<file path="config.mk">
export PLATFORM = sky130hd
export DESIGN_NAME = isu_uart_port
export DESIGN_NICKNAME = d
export VERILOG_FILES = /design/src/logic/isu_pkg.sv /design/src/logic/isu_fifo.sv /design/src/logic/isu_tx.sv /design/src/logic/isu_uart_port.sv
export SDC_FILE = /design/constraint.sdc
export NUM_CORES = 1
export LEC_CHECK = 0
export ABC_AREA = 1
export BUFFER_PORTS_ARGS = -buffer_cell sky130_fd_sc_hd__buf_2
export CORE_ASPECT_RATIO = 1.75
export CORE_UTILIZATION = 61
export CTS_CLUSTER_SIZE = 25
export DETAILED_ROUTE_END_ITERATION = 8
export GPL_ROUTABILITY_DRIVEN = 0
export GPL_TIMING_DRIVEN = 0
export PLACE_DENSITY = 0.83
export SETUP_SLACK_MARGIN = 0.5
export SYNTH_ARGS = -nofsm -noshare
export SYNTH_HDL_FRONTEND = slang
export SYNTH_SLANG_ARGS = --single-unit
</file>
<file path="constraint.sdc">
create_clock -name clk_sys -period 5.5 [get_ports clk_sys]
set_clock_uncertainty 0.2 [all_clocks]
set_input_delay 0.825 -clock clk_sys [delete_from_list [all_inputs] [get_ports clk_sys]]
set_output_delay 0.825 -clock clk_sys [all_outputs]
set_load 0.02 [all_outputs]
</file>
<file path="src/logic/isu_pkg.sv">
// shared constants, types and helpers for the isolated serial port
`default_nettype none
package isu_pkg;
   // reference clock synthesis from the system clock
   localparam longint unsigned SYS_CLK_HZ  = 64'd25_000_000;
   localparam longint unsigned REF_SLOW_HZ = 64'd1_843_200;
   localparam longint unsigned REF_FAST_HZ = 64'd7_372_800;
   localparam int              ACC_W       = 24;
   localparam logic [23:0] INC_SLOW = 24'((REF_SLOW_HZ << ACC_W) / SYS_CLK_HZ);
   localparam logic [23:0] INC_FAST = 24'((REF_FAST_HZ << ACC_W) / SYS_CLK_HZ);

   // sixteen oversample ticks per bit; mid sample and last tick of a bit
   localparam logic [3:0] OS_MID  = 4'h7;
   localparam logic [3:0] OS_LAST = 4'hf;

   // register offsets on address lines 2..0
   localparam logic [2:0] OFS_DATA   = 3'h0;
   localparam logic [2:0] OFS_DIV_HI = 3'h1;
   localparam logic [2:0] OFS_IDENT  = 3'h2;
   localparam logic [2:0] OFS_FMT    = 3'h3;
   localparam logic [2:0] OFS_MODEM  = 3'h4;
   localparam logic [2:0] OFS_LSTAT  = 3'h5;

   // field positions
   localparam int FMT_DIVSEL_BIT     = 7;
   localparam int MODEM_RTS_BIT      = 1;
   localparam int MODEM_OUT1_BIT     = 2;
   localparam int MODEM_IRQ_GATE_BIT = 3;

   // interrupt source codes
   localparam logic [7:0] IDENT_RX_AVAIL = 8'h04;
   localparam logic [7:0] IDENT_NONE     = 8'h01;

   // reset values
   localparam logic [7:0]  FMT_RST   = 8'h00;
   localparam logic [7:0]  MODEM_RST = 8'h00;
   localparam logic [15:0] DIV_RST   = 16'h000c;

   localparam int FIFO_DEPTH = 8;

   // line format fields, same order as bits 6..0 of the format register
   typedef struct packed {
      logic       brk;
      logic       stick;
      logic       even;
      logic       par_en;
      logic       two_stop;
      logic [1:0] len;
   } isu_frame_t;

   typedef enum logic [2:0] {
      RX_IDLE  = 3'h0,
      RX_START = 3'h1,
      RX_DATA  = 3'h3,
      RX_PAR   = 3'h2,
      RX_STOP  = 3'h6
   } isu_rx_state_t;

   function automatic logic [3:0] isu_data_bits(input isu_frame_t f);
      isu_data_bits = 4'h5 + {2'b00, f.len};
   endfunction : isu_data_bits

   function automatic logic isu_parity(input logic [7:0] d,
                                       input isu_frame_t f);
      logic [7:0] m;
      m = d & (8'hff >> (4'h3 - {2'b00, f.len}));
      if (f.stick)
         isu_parity = ~f.even;
      else
         isu_parity = f.even ? ^m : ~^m;
   endfunction : isu_parity
endpackage : isu_pkg
`default_nettype wire

</file>
<file path="src/logic/isu_fifo.sv">
// small first-word-fall-through queue with registered read data
`timescale 1ns/1ps
`default_nettype none
module isu_fifo #(
   parameter int W     = 8,
   parameter int DEPTH = 8
) (
   input  wire logic         clk_sys,
   input  wire logic         sys_rst,
   input  wire logic         in_valid,
   output logic              in_ready,
   input  wire logic [W-1:0] in_data,
   output logic              out_valid,
   input  wire logic         out_ready,
   output logic [W-1:0]      out_data,
   output logic              empty
);
   localparam int AW = $clog2(DEPTH);

   logic [W-1:0] mem [DEPTH];
   logic [AW-1:0] wp_q;
   logic [AW-1:0] rp_q;
   logic [AW:0]   cnt_q;
   logic          push;
   logic          load;

   // depth must be a power of two; pointers simply wrap
   assign in_ready = cnt_q != (AW+1)'(DEPTH);
   assign push     = in_valid && in_ready;
   assign load     = (cnt_q != '0) && (!out_valid || out_ready);
   assign empty    = (cnt_q == '0) && !out_valid;

   always_ff @(posedge clk_sys) begin
      if (push)
         mem[wp_q] <= in_data;
   end

   always_ff @(posedge clk_sys) begin
      if (sys_rst) begin
         wp_q      <= '0;
         rp_q      <= '0;
         cnt_q     <= '0;
         out_valid <= 1'b0;
         out_data  <= '0;
      end else begin
         wp_q  <= push ? wp_q + 1'b1 : wp_q;
         rp_q  <= load ? rp_q + 1'b1 : rp_q;
         cnt_q <= cnt_q + (AW+1)'(push) - (AW+1)'(load);
         if (load) begin
            out_valid <= 1'b1;
            out_data  <= mem[rp_q];
         end else if (out_ready) begin
            out_valid <= 1'b0;
         end
      end
   end
endmodule : isu_fifo
`default_nettype wire

</file>
<file path="src/logic/isu_tx.sv">
// character serializer: start, data lsb first, parity, stop bits
`timescale 1ns/1ps
`default_nettype none
module isu_tx
   import isu_pkg::*;
(
   input  wire logic       clk_sys,
   input  wire logic       sys_rst,
   input  wire logic       os_tick,
   input  wire isu_frame_t frame,
   input  wire logic       in_valid,
   output logic            in_ready,
   input  wire logic [7:0] in_data,
   output logic            txd_q,
   output logic            busy_q
);
   logic [11:0] shift_q;
   logic [3:0]  bits_q;
   logic [3:0]  os_q;
   logic [11:0] build;
   logic [3:0]  nbits;
   logic [3:0]  ndata;
   logic        last_tick;

   // loads land on a tick so the start bit is a full bit long,
   // and a queued byte follows the last stop bit with no gap
   assign last_tick = busy_q && os_q == OS_LAST && bits_q == 4'h1;
   assign in_ready  = os_tick && (!busy_q || last_tick);
   assign ndata    = isu_data_bits(frame);

   always_comb begin
      build = '1;
      build[0] = 1'b0;
      for (int i = 0; i < 8; i++) begin
         if (4'(i) < ndata)
            build[i+1] = in_data[i];
      end
      if (frame.par_en)
         build[ndata+4'h1] = isu_parity(in_data, frame);
      nbits = 4'h1 + ndata + {3'b000, frame.par_en}
            + (frame.two_stop ? 4'h2 : 4'h1);
   end

   always_ff @(posedge clk_sys) begin
      if (sys_rst) begin
         shift_q <= '1;
         bits_q  <= '0;
         os_q    <= '0;
         busy_q  <= 1'b0;
         txd_q   <= 1'b1;
      end else begin
         if (in_valid && in_ready) begin
            shift_q <= build;
            bits_q  <= nbits;
            os_q    <= '0;
            busy_q  <= 1'b1;
         end else if (busy_q && os_tick) begin
            os_q <= os_q + 1'b1;
            if (os_q == OS_LAST) begin
               shift_q <= {1'b1, shift_q[11:1]};
               bits_q  <= bits_q - 1'b1;
               busy_q  <= bits_q != 4'h1;
            end
         end
         // break holds the line low regardless of queued data
         txd_q <= frame.brk ? 1'b0 : (busy_q ? shift_q[0] : 1'b1);
      end
   end
endmodule : isu_tx
`default_nettype wire

</file>
<file path="src/logic/isu_uart_port.sv">
// byte-wide serial port with register set, queues and driver control
`timescale 1ns/1ps
`default_nettype none
module isu_uart_port
   import isu_pkg::*;
#(
   parameter int FIFO_W = 8,
   parameter int FIFO_D = FIFO_DEPTH
) (
   input  wire logic       clk_sys,
   input  wire logic       sys_rst,
   input  wire logic [2:0] io_addr,
   input  wire logic [7:0] io_wdata,
   input  wire logic       io_wr,
   input  wire logic       io_rd,
   output logic [7:0]      io_rdata,
   input  wire logic       fast_clock_range,
   input  wire logic       two_wire_mode,
   input  wire logic       line_rx_in,
   output logic            line_tx_out,
   output logic            line_tx_oe,
   output logic            rts_out,
   output logic            user_out1,
   output logic            host_irq
);
   // pin synchronisers, second stage only is read
   logic [1:0] rx_s_q;
   logic [1:0] fast_s_q;
   logic [1:0] two_s_q;

   logic [7:0]  fmt_q;
   logic [7:0]  modem_q;
   logic [15:0] div_q;
   logic        overrun_q;
   logic        parity_err_q;
   logic        framing_err_q;
   logic        break_q;

   logic [ACC_W-1:0] acc_q;
   logic [ACC_W:0]   acc_sum;
   logic [ACC_W-1:0] acc_inc;
   logic             ref_tick_q;
   logic [15:0]      div_cnt_q;
   logic             os_tick_q;

   isu_rx_state_t rx_state_q;
   logic [3:0]    rx_os_q;
   logic [3:0]    rx_bit_q;
   logic [7:0]    rx_shift_q;
   logic          rx_par_q;

   isu_frame_t  frame;
   logic        divsel;
   logic        rxd;
   logic        two_wire;
   logic [3:0]  ndata;
   logic        wr_div_lo;
   logic        wr_div_hi;
   logic        wr_fmt;
   logic        wr_modem;
   logic        wr_tx;
   logic        rd_rx;
   logic        rd_ls;
   logic        tx_room;
   logic        tx_valid;
   logic        tx_ready;
   logic [7:0]  tx_byte;
   logic        tx_empty;
   logic        tx_busy;
   logic        txd;
   logic        rx_push;
   logic        rx_room;
   logic        rx_avail;
   logic [7:0]  rx_byte;
   logic [7:0]  rx_head;
   logic        rx_pe;
   logic        rx_fe;
   logic        rx_brk;
   logic        os_last;
   logic [7:0]  ident;
   logic [7:0]  lstat;
   logic [7:0]  rd_word;

   assign frame    = isu_frame_t'(fmt_q[6:0]);
   assign divsel   = fmt_q[FMT_DIVSEL_BIT];
   assign rxd      = rx_s_q[1];
   assign two_wire = two_s_q[1];
   assign ndata    = isu_data_bits(frame);

   // host access decode
   assign wr_div_lo = io_wr && io_addr == OFS_DATA && divsel;
   assign wr_div_hi = io_wr && io_addr == OFS_DIV_HI && divsel;
   assign wr_fmt    = io_wr && io_addr == OFS_FMT;
   assign wr_modem  = io_wr && io_addr == OFS_MODEM;
   // data writes under divisor access never reach the queue
   assign wr_tx     = io_wr && io_addr == OFS_DATA && !divsel;
   assign rd_rx     = io_rd && io_addr == OFS_DATA && !divsel;
   assign rd_ls     = io_rd && io_addr == OFS_LSTAT;

   // reference clock by phase accumulator, jitter under one system clock
   assign acc_inc = fast_s_q[1] ? INC_FAST : INC_SLOW;
   assign acc_sum = {1'b0, acc_q} + {1'b0, acc_inc};

   // receive framing
   assign os_last = os_tick_q && rx_os_q == OS_LAST;
   assign rx_push = rx_state_q == RX_STOP && os_last;
   assign rx_byte = rx_shift_q >> (4'h8 - ndata);
   assign rx_pe   = frame.par_en
                    && rx_par_q != isu_parity(rx_byte, frame);
   assign rx_fe   = !rxd;
   assign rx_brk  = rx_fe && rx_byte == 8'h00 && !rx_par_q;

   // read side
   assign ident = rx_avail ? IDENT_RX_AVAIL : IDENT_NONE;
   assign lstat = {1'b0, tx_empty && !tx_busy, tx_empty, break_q,
                   framing_err_q, parity_err_q, overrun_q,
                   rx_avail};
   assign rd_word =
      (io_addr == OFS_DATA)   ? (divsel ? div_q[7:0] : rx_head) :
      (io_addr == OFS_DIV_HI) ? (divsel ? div_q[15:8] : 8'h00) :
      (io_addr == OFS_IDENT)  ? ident :
      (io_addr == OFS_FMT)    ? fmt_q :
      (io_addr == OFS_MODEM)  ? modem_q :
      (io_addr == OFS_LSTAT)  ? lstat : 8'h00;

   always_ff @(posedge clk_sys) begin
      if (sys_rst) begin
         rx_s_q   <= 2'b11;
         fast_s_q <= 2'b00;
         two_s_q  <= 2'b00;
      end else begin
         rx_s_q   <= {rx_s_q[0], line_rx_in};
         fast_s_q <= {fast_s_q[0], fast_clock_range};
         two_s_q  <= {two_s_q[0], two_wire_mode};
      end
   end

   always_ff @(posedge clk_sys) begin
      if (sys_rst) begin
         fmt_q   <= FMT_RST;
         modem_q <= MODEM_RST;
         div_q   <= DIV_RST;
      end else begin
         if (wr_fmt)
            fmt_q <= io_wdata;
         if (wr_modem)
            modem_q <= io_wdata;
         if (wr_div_lo)
            div_q[7:0] <= io_wdata;
         if (wr_div_hi)
            div_q[15:8] <= io_wdata;
      end
   end

   // sticky line errors; a new event wins over the clearing read
   always_ff @(posedge clk_sys) begin
      if (sys_rst) begin
         overrun_q     <= 1'b0;
         parity_err_q  <= 1'b0;
         framing_err_q <= 1'b0;
         break_q       <= 1'b0;
      end else begin
         overrun_q     <= (overrun_q && !rd_ls) || (rx_push && !rx_room);
         parity_err_q  <= (parity_err_q && !rd_ls) || (rx_push && rx_pe);
         framing_err_q <= (framing_err_q && !rd_ls) || (rx_push && rx_fe);
         break_q       <= (break_q && !rd_ls) || (rx_push && rx_brk);
      end
   end

   // divisor 0 counts as 65536
   always_ff @(posedge clk_sys) begin
      if (sys_rst) begin
         acc_q      <= '0;
         ref_tick_q <= 1'b0;
         div_cnt_q  <= '0;
         os_tick_q  <= 1'b0;
      end else begin
         acc_q      <= acc_sum[ACC_W-1:0];
         ref_tick_q <= acc_sum[ACC_W];
         os_tick_q  <= ref_tick_q && div_cnt_q == '0;
         if (ref_tick_q)
            div_cnt_q <= (div_cnt_q == '0) ? div_q - 1'b1
                                           : div_cnt_q - 1'b1;
      end
   end

   always_ff @(posedge clk_sys) begin
      if (sys_rst) begin
         rx_state_q <= RX_IDLE;
         rx_os_q    <= '0;
         rx_bit_q   <= '0;
         rx_shift_q <= '0;
         rx_par_q   <= 1'b0;
      end else if (os_tick_q) begin
         rx_os_q <= rx_os_q + 1'b1;
         unique case (rx_state_q)
            RX_IDLE: begin
               rx_os_q <= '0;
               if (!rxd)
                  rx_state_q <= RX_START;
            end
            RX_START: begin
               // a start bit gone at mid bit was noise
               if (rx_os_q == OS_MID) begin
                  rx_os_q    <= '0;
                  rx_bit_q   <= '0;
                  rx_par_q   <= 1'b0;
                  rx_state_q <= rxd ? RX_IDLE : RX_DATA;
               end
            end
            RX_DATA: begin
               if (rx_os_q == OS_LAST) begin
                  rx_shift_q <= {rxd, rx_shift_q[7:1]};
                  rx_bit_q   <= rx_bit_q + 1'b1;
                  if (rx_bit_q == ndata - 4'h1)
                     rx_state_q <= frame.par_en ? RX_PAR : RX_STOP;
               end
            end
            RX_PAR: begin
               if (rx_os_q == OS_LAST) begin
                  rx_par_q   <= rxd;
                  rx_state_q <= RX_STOP;
               end
            end
            RX_STOP: begin
               if (rx_os_q == OS_LAST)
                  rx_state_q <= RX_IDLE;
            end
            default: rx_state_q <= RX_IDLE;
         endcase
      end
   end

   // outputs, all registered
   always_ff @(posedge clk_sys) begin
      if (sys_rst) begin
         io_rdata   <= 8'h00;
         rts_out    <= 1'b0;
         user_out1  <= 1'b0;
         host_irq   <= 1'b0;
         line_tx_oe <= 1'b0;
      end else begin
         if (io_rd)
            io_rdata <= rd_word;
         rts_out   <= modem_q[MODEM_RTS_BIT];
         user_out1 <= modem_q[MODEM_OUT1_BIT];
         host_irq  <= modem_q[MODEM_IRQ_GATE_BIT] && rx_avail;
         // four-wire drivers are tristated only during reset
         line_tx_oe <= two_wire ? (tx_busy || !tx_empty)
                                : 1'b1;
      end
   end

   assign line_tx_out = txd;

   // writes to a full transmit queue are dropped
   isu_fifo #(
      .W     (FIFO_W),
      .DEPTH (FIFO_D)
   ) u_tx_fifo (
      .clk_sys   (clk_sys),
      .sys_rst   (sys_rst),
      .in_valid  (wr_tx),
      .in_ready  (tx_room),
      .in_data   (io_wdata),
      .out_valid (tx_valid),
      .out_ready (tx_ready),
      .out_data  (tx_byte),
      .empty     (tx_empty)
   );

   isu_tx u_tx (
      .clk_sys  (clk_sys),
      .sys_rst  (sys_rst),
      .os_tick  (os_tick_q),
      .frame    (frame),
      .in_valid (tx_valid),
      .in_ready (tx_ready),
      .in_data  (tx_byte),
      .txd_q    (txd),
      .busy_q   (tx_busy)
   );

   isu_fifo #(
      .W     (FIFO_W),
      .DEPTH (FIFO_D)
   ) u_rx_fifo (
      .clk_sys   (clk_sys),
      .sys_rst   (sys_rst),
      .in_valid  (rx_push),
      .in_ready  (rx_room),
      .in_data   (rx_byte),
      .out_valid (rx_avail),
      .out_ready (rd_rx),
      .out_data  (rx_head),
      .empty     ()
   );
endmodule : isu_uart_port
`default_nettype wire

</file>
==> flow_summary.json <==
{
  "avgSynthCellArea_um2": 8.25,
  "finalCritPeriodShare": 0.760,
  "ant_nets": 0,
  "clock-sinks": 303,
  "synth_top_area_share": 0.264,
  "groute.usage.overall": 0.327,
  "post-route-util": 0.683,
  "io_buffers": 29,
  "cts_tree": "built",
  "synth-edff-count": 128,
  "finalWorstSetupSlack_ps": 1320,
  "path_cells": "buf_4 -> inv_2 -> buf_6 -> ha_1 -> inv_2 -> nand2_1 -> nand2_2 -> nor2_1 -> nor3_1 -> inv_1 -> ha_1 -> inv_1 -> nand2_1 -> nand2_1 -> nand2_1 -> nand2_1 -> xnor2_1 -> nand2_1 -> nand2_1 -> nand3_1 -> nand2_1 -> nand2_1 -> a21oi_1",
  "wl_per_cell_um": 18.6,
  "power_density_nw_per_um2": 394,
  "startpoint_type": "flop",
  "fillers": 1890,
  "start_util": 0.621,
  "htreeDepth": 1,
  "vdd_ir_drop_max_v": 0.000440,
  "fin_cells": 2147,
  "synth_area_um2": 14600,
  "crit_arrival_ps": 4440,
  "setup-violations-final": 0,
  "drc": 0,
  "syn-num-nets": 1831,
  "synthFlopType": "dfxtp_1",
  "core.rowCount": 74,
  "num_io_pins": 31,
  "wl_mm": 39.9,
  "final_common_cell": "nand2_1",
  "drt-initial-drc-count": 1108,
  "placed_cells": 2097,
  "grt_pass1_wl_mm": 62.1,
  "dpl_worst_slack_ps": 1090,
  "p_leak_nw": 6.42,
  "grt_antenna_before_repair": 1,
  "die_area_um2": 24500,
  "placed_area_um2": 15100,
  "vias": 12682,
  "cpMostUsedCell": "nand2_1",
  "cp_slowest_cell": "nor3_1",
  "yosysWarnings": 0,
  "area_delta_synth_final_pct": 9.97,
  "clk_latency_ps": 540,
  "drt-pass1-iter-count": 8,
  "dpl.hpwl_mm": 29.0,
  "synth_cell_types": 48,
  "max_slew_margin": 0.0800,
  "tightestPinTransition_ps": 1370,
  "synth.ff_latch_count": 303,
  "yosysSeqAreaShare": 0.505,
  "end_kind": "flop",
  "tritoncts.num_buffers": 27,
  "cts_resized": 0,
  "final-hold-violation-count": 0,
  "postCtsHoldBufs": 0,
  "clock.fmax_ghz": 0.239,
  "status": "finished clean",
  "cap_violations": 0,
  "worst-path-max-fanout": 13,
  "grt_max_degree": 18,
  "rsz0062_at_grt": "false",
  "synthCells": 1764,
  "period_needed_ps": 4180,
  "p_total_mw": 6.31,
  "fin_hold_ws_ps": 212,
  "cts-root-buf": "clkbuf_16",
  "final_cell_mix": "nand2_1 (351), nor2_1 (192), inv_1 (177), dfxtp_1 (175), o21ai_0 (154)",
  "coreArea_um2": 23400,
  "crit_type": "flop to flop",
  "diodes": 0,
  "drive_gt1_frac": 0.0836,
  "grt_overflow": 0,
  "required_ps": 5760,
  "synth_area_leaders": "edfxtp_1 (26%), dfxtp_1 (24%), nand2_1 (9.1%)",
  "die_width_um": 119,
  "clk_pin_slew_worst_paths_ps": 70,
  "hp-class": "flop to flop",
  "final_nets": 1890,
  "slew_viol_final": 0,
  "die_y_um": 206,
  "critPathMaxStageDelay_ps": 800,
  "fin_setup_tns_ps": 0,
  "async_flop_share": 0,
  "post_cts_buffers": 0,
  "fin_area_um2": 16000,
  "first_global_vias": 12388,
  "cts_buffer_depth": 3,
  "vias_per_cell": 5.91,
  "netlist.top_cell.by_area": "edfxtp_1"
}
-- worst paths after layout --
kind / startpoint / endpoint / slack (ps) / cells past startpoint
min: two_s_q[0] / two_s_q[1] / 210 / 2
max: fmt_q[0] / parity_err_q / 1320 / 23
min reg2reg: two_s_q[0] / two_s_q[1] / 210 / 2
max reg2reg: fmt_q[0] / parity_err_q / 1320 / 23
-- registers in the layout, indices dropped and copies added, names as in the netlist, 4 cells and up --
name                count
rx_shift_q              8
rx_bit_q                4
u_tx_fifo.out_data      8
u_tx_fifo.cnt_q         4
u_rx_fifo.mem          64
u_tx.os_q               4
u_tx_fifo.mem          64
modem_q                 8
u_tx.bits_q             4
u_rx_fifo.out_data      8
div_q                  16
io_rdata                8
div_cnt_q              16
u_rx_fifo.cnt_q         4
u_tx.shift_q           12
acc_q                  23
rx_os_q                 4
fmt_q                   8
-- metal layers --
| metal | track usage | part of all wire |
|---|---|---|
| met1 | 0.316 | 0.34 |
| met2 | 0.612 | 0.52 |
| met3 | 0.0560 | 0.068 |
| met4 | 0.255 | 0.080 |
| met5 | 0 | 0.00028 |
-- final cells by class --
class | instances | area [um^2] | share of cell area
Clock inverter | 16 | 173 | 0.0108
Timing Repair Buffer | 30 | 150 | 0.00938
Buffer | 66 | 298 | 0.0186
Clock buffer | 33 | 738 | 0.0461
Sequential cell | 303 | 7350 | 0.459
Inverter | 206 | 773 | 0.0483
Multi-Input combinational cell | 1189 | 6150 | 0.384
Tap cell | 304 | 380 | 0.0238
-- kinds of logic after synthesis --
kind of cell	count (synthesis)	share of synthesized area
XOR/XNOR	15	0.00903
AO/OA/AOI/OAI	412	0.159
AND/OR/NAND/NOR	713	0.209
adder cells (fa/ha/maj)	49	0.0447
buffers and inverters	272	0.0736
flip-flops	303	0.505
-- where the power goes --
group	switching, mW	leakage [nW]	internal (mW)
Combinational	1.17	3.44	0.550
Clock	0.873	0.434	1.06
Sequential	0.136	2.55	2.52
-- critical path, delay by kind of cell (launching register included) --
kind	cells	cell delay (ps)
flops	1	490
buf+inv	6	680
xor+xnor	1	200
fa+ha+maj	2	730
compound gates	1	110
simple gates	13	1670
-- Yosys cell counts (3+ instances only) --
cell type,number
nor3_1,33
o22ai_1,11
a21oi_1,142
o21ai_0,154
ha_1,44
xnor2_1,6
or2_2,5
clkinv_1,5
a21o_1,4
dfxtp_1,175
buf_4,5
nand2_1,351
nor2_2,7
buf_2,7
nand3_1,84
o211ai_1,16
nand4_1,9
xor2_1,9
a211oi_1,11
nor2_4,5
o221ai_1,27
nand3_2,5
o21a_1,5
edfxtp_1,128
fa_1,5
nor2_1,192
a31oi_1,11
buf_6,3
nand2_2,10
o21ai_1,21
clkbuf_1,49
inv_2,24
inv_1,177
o21bai_1,4
Power figures use the tool's default switching activity.
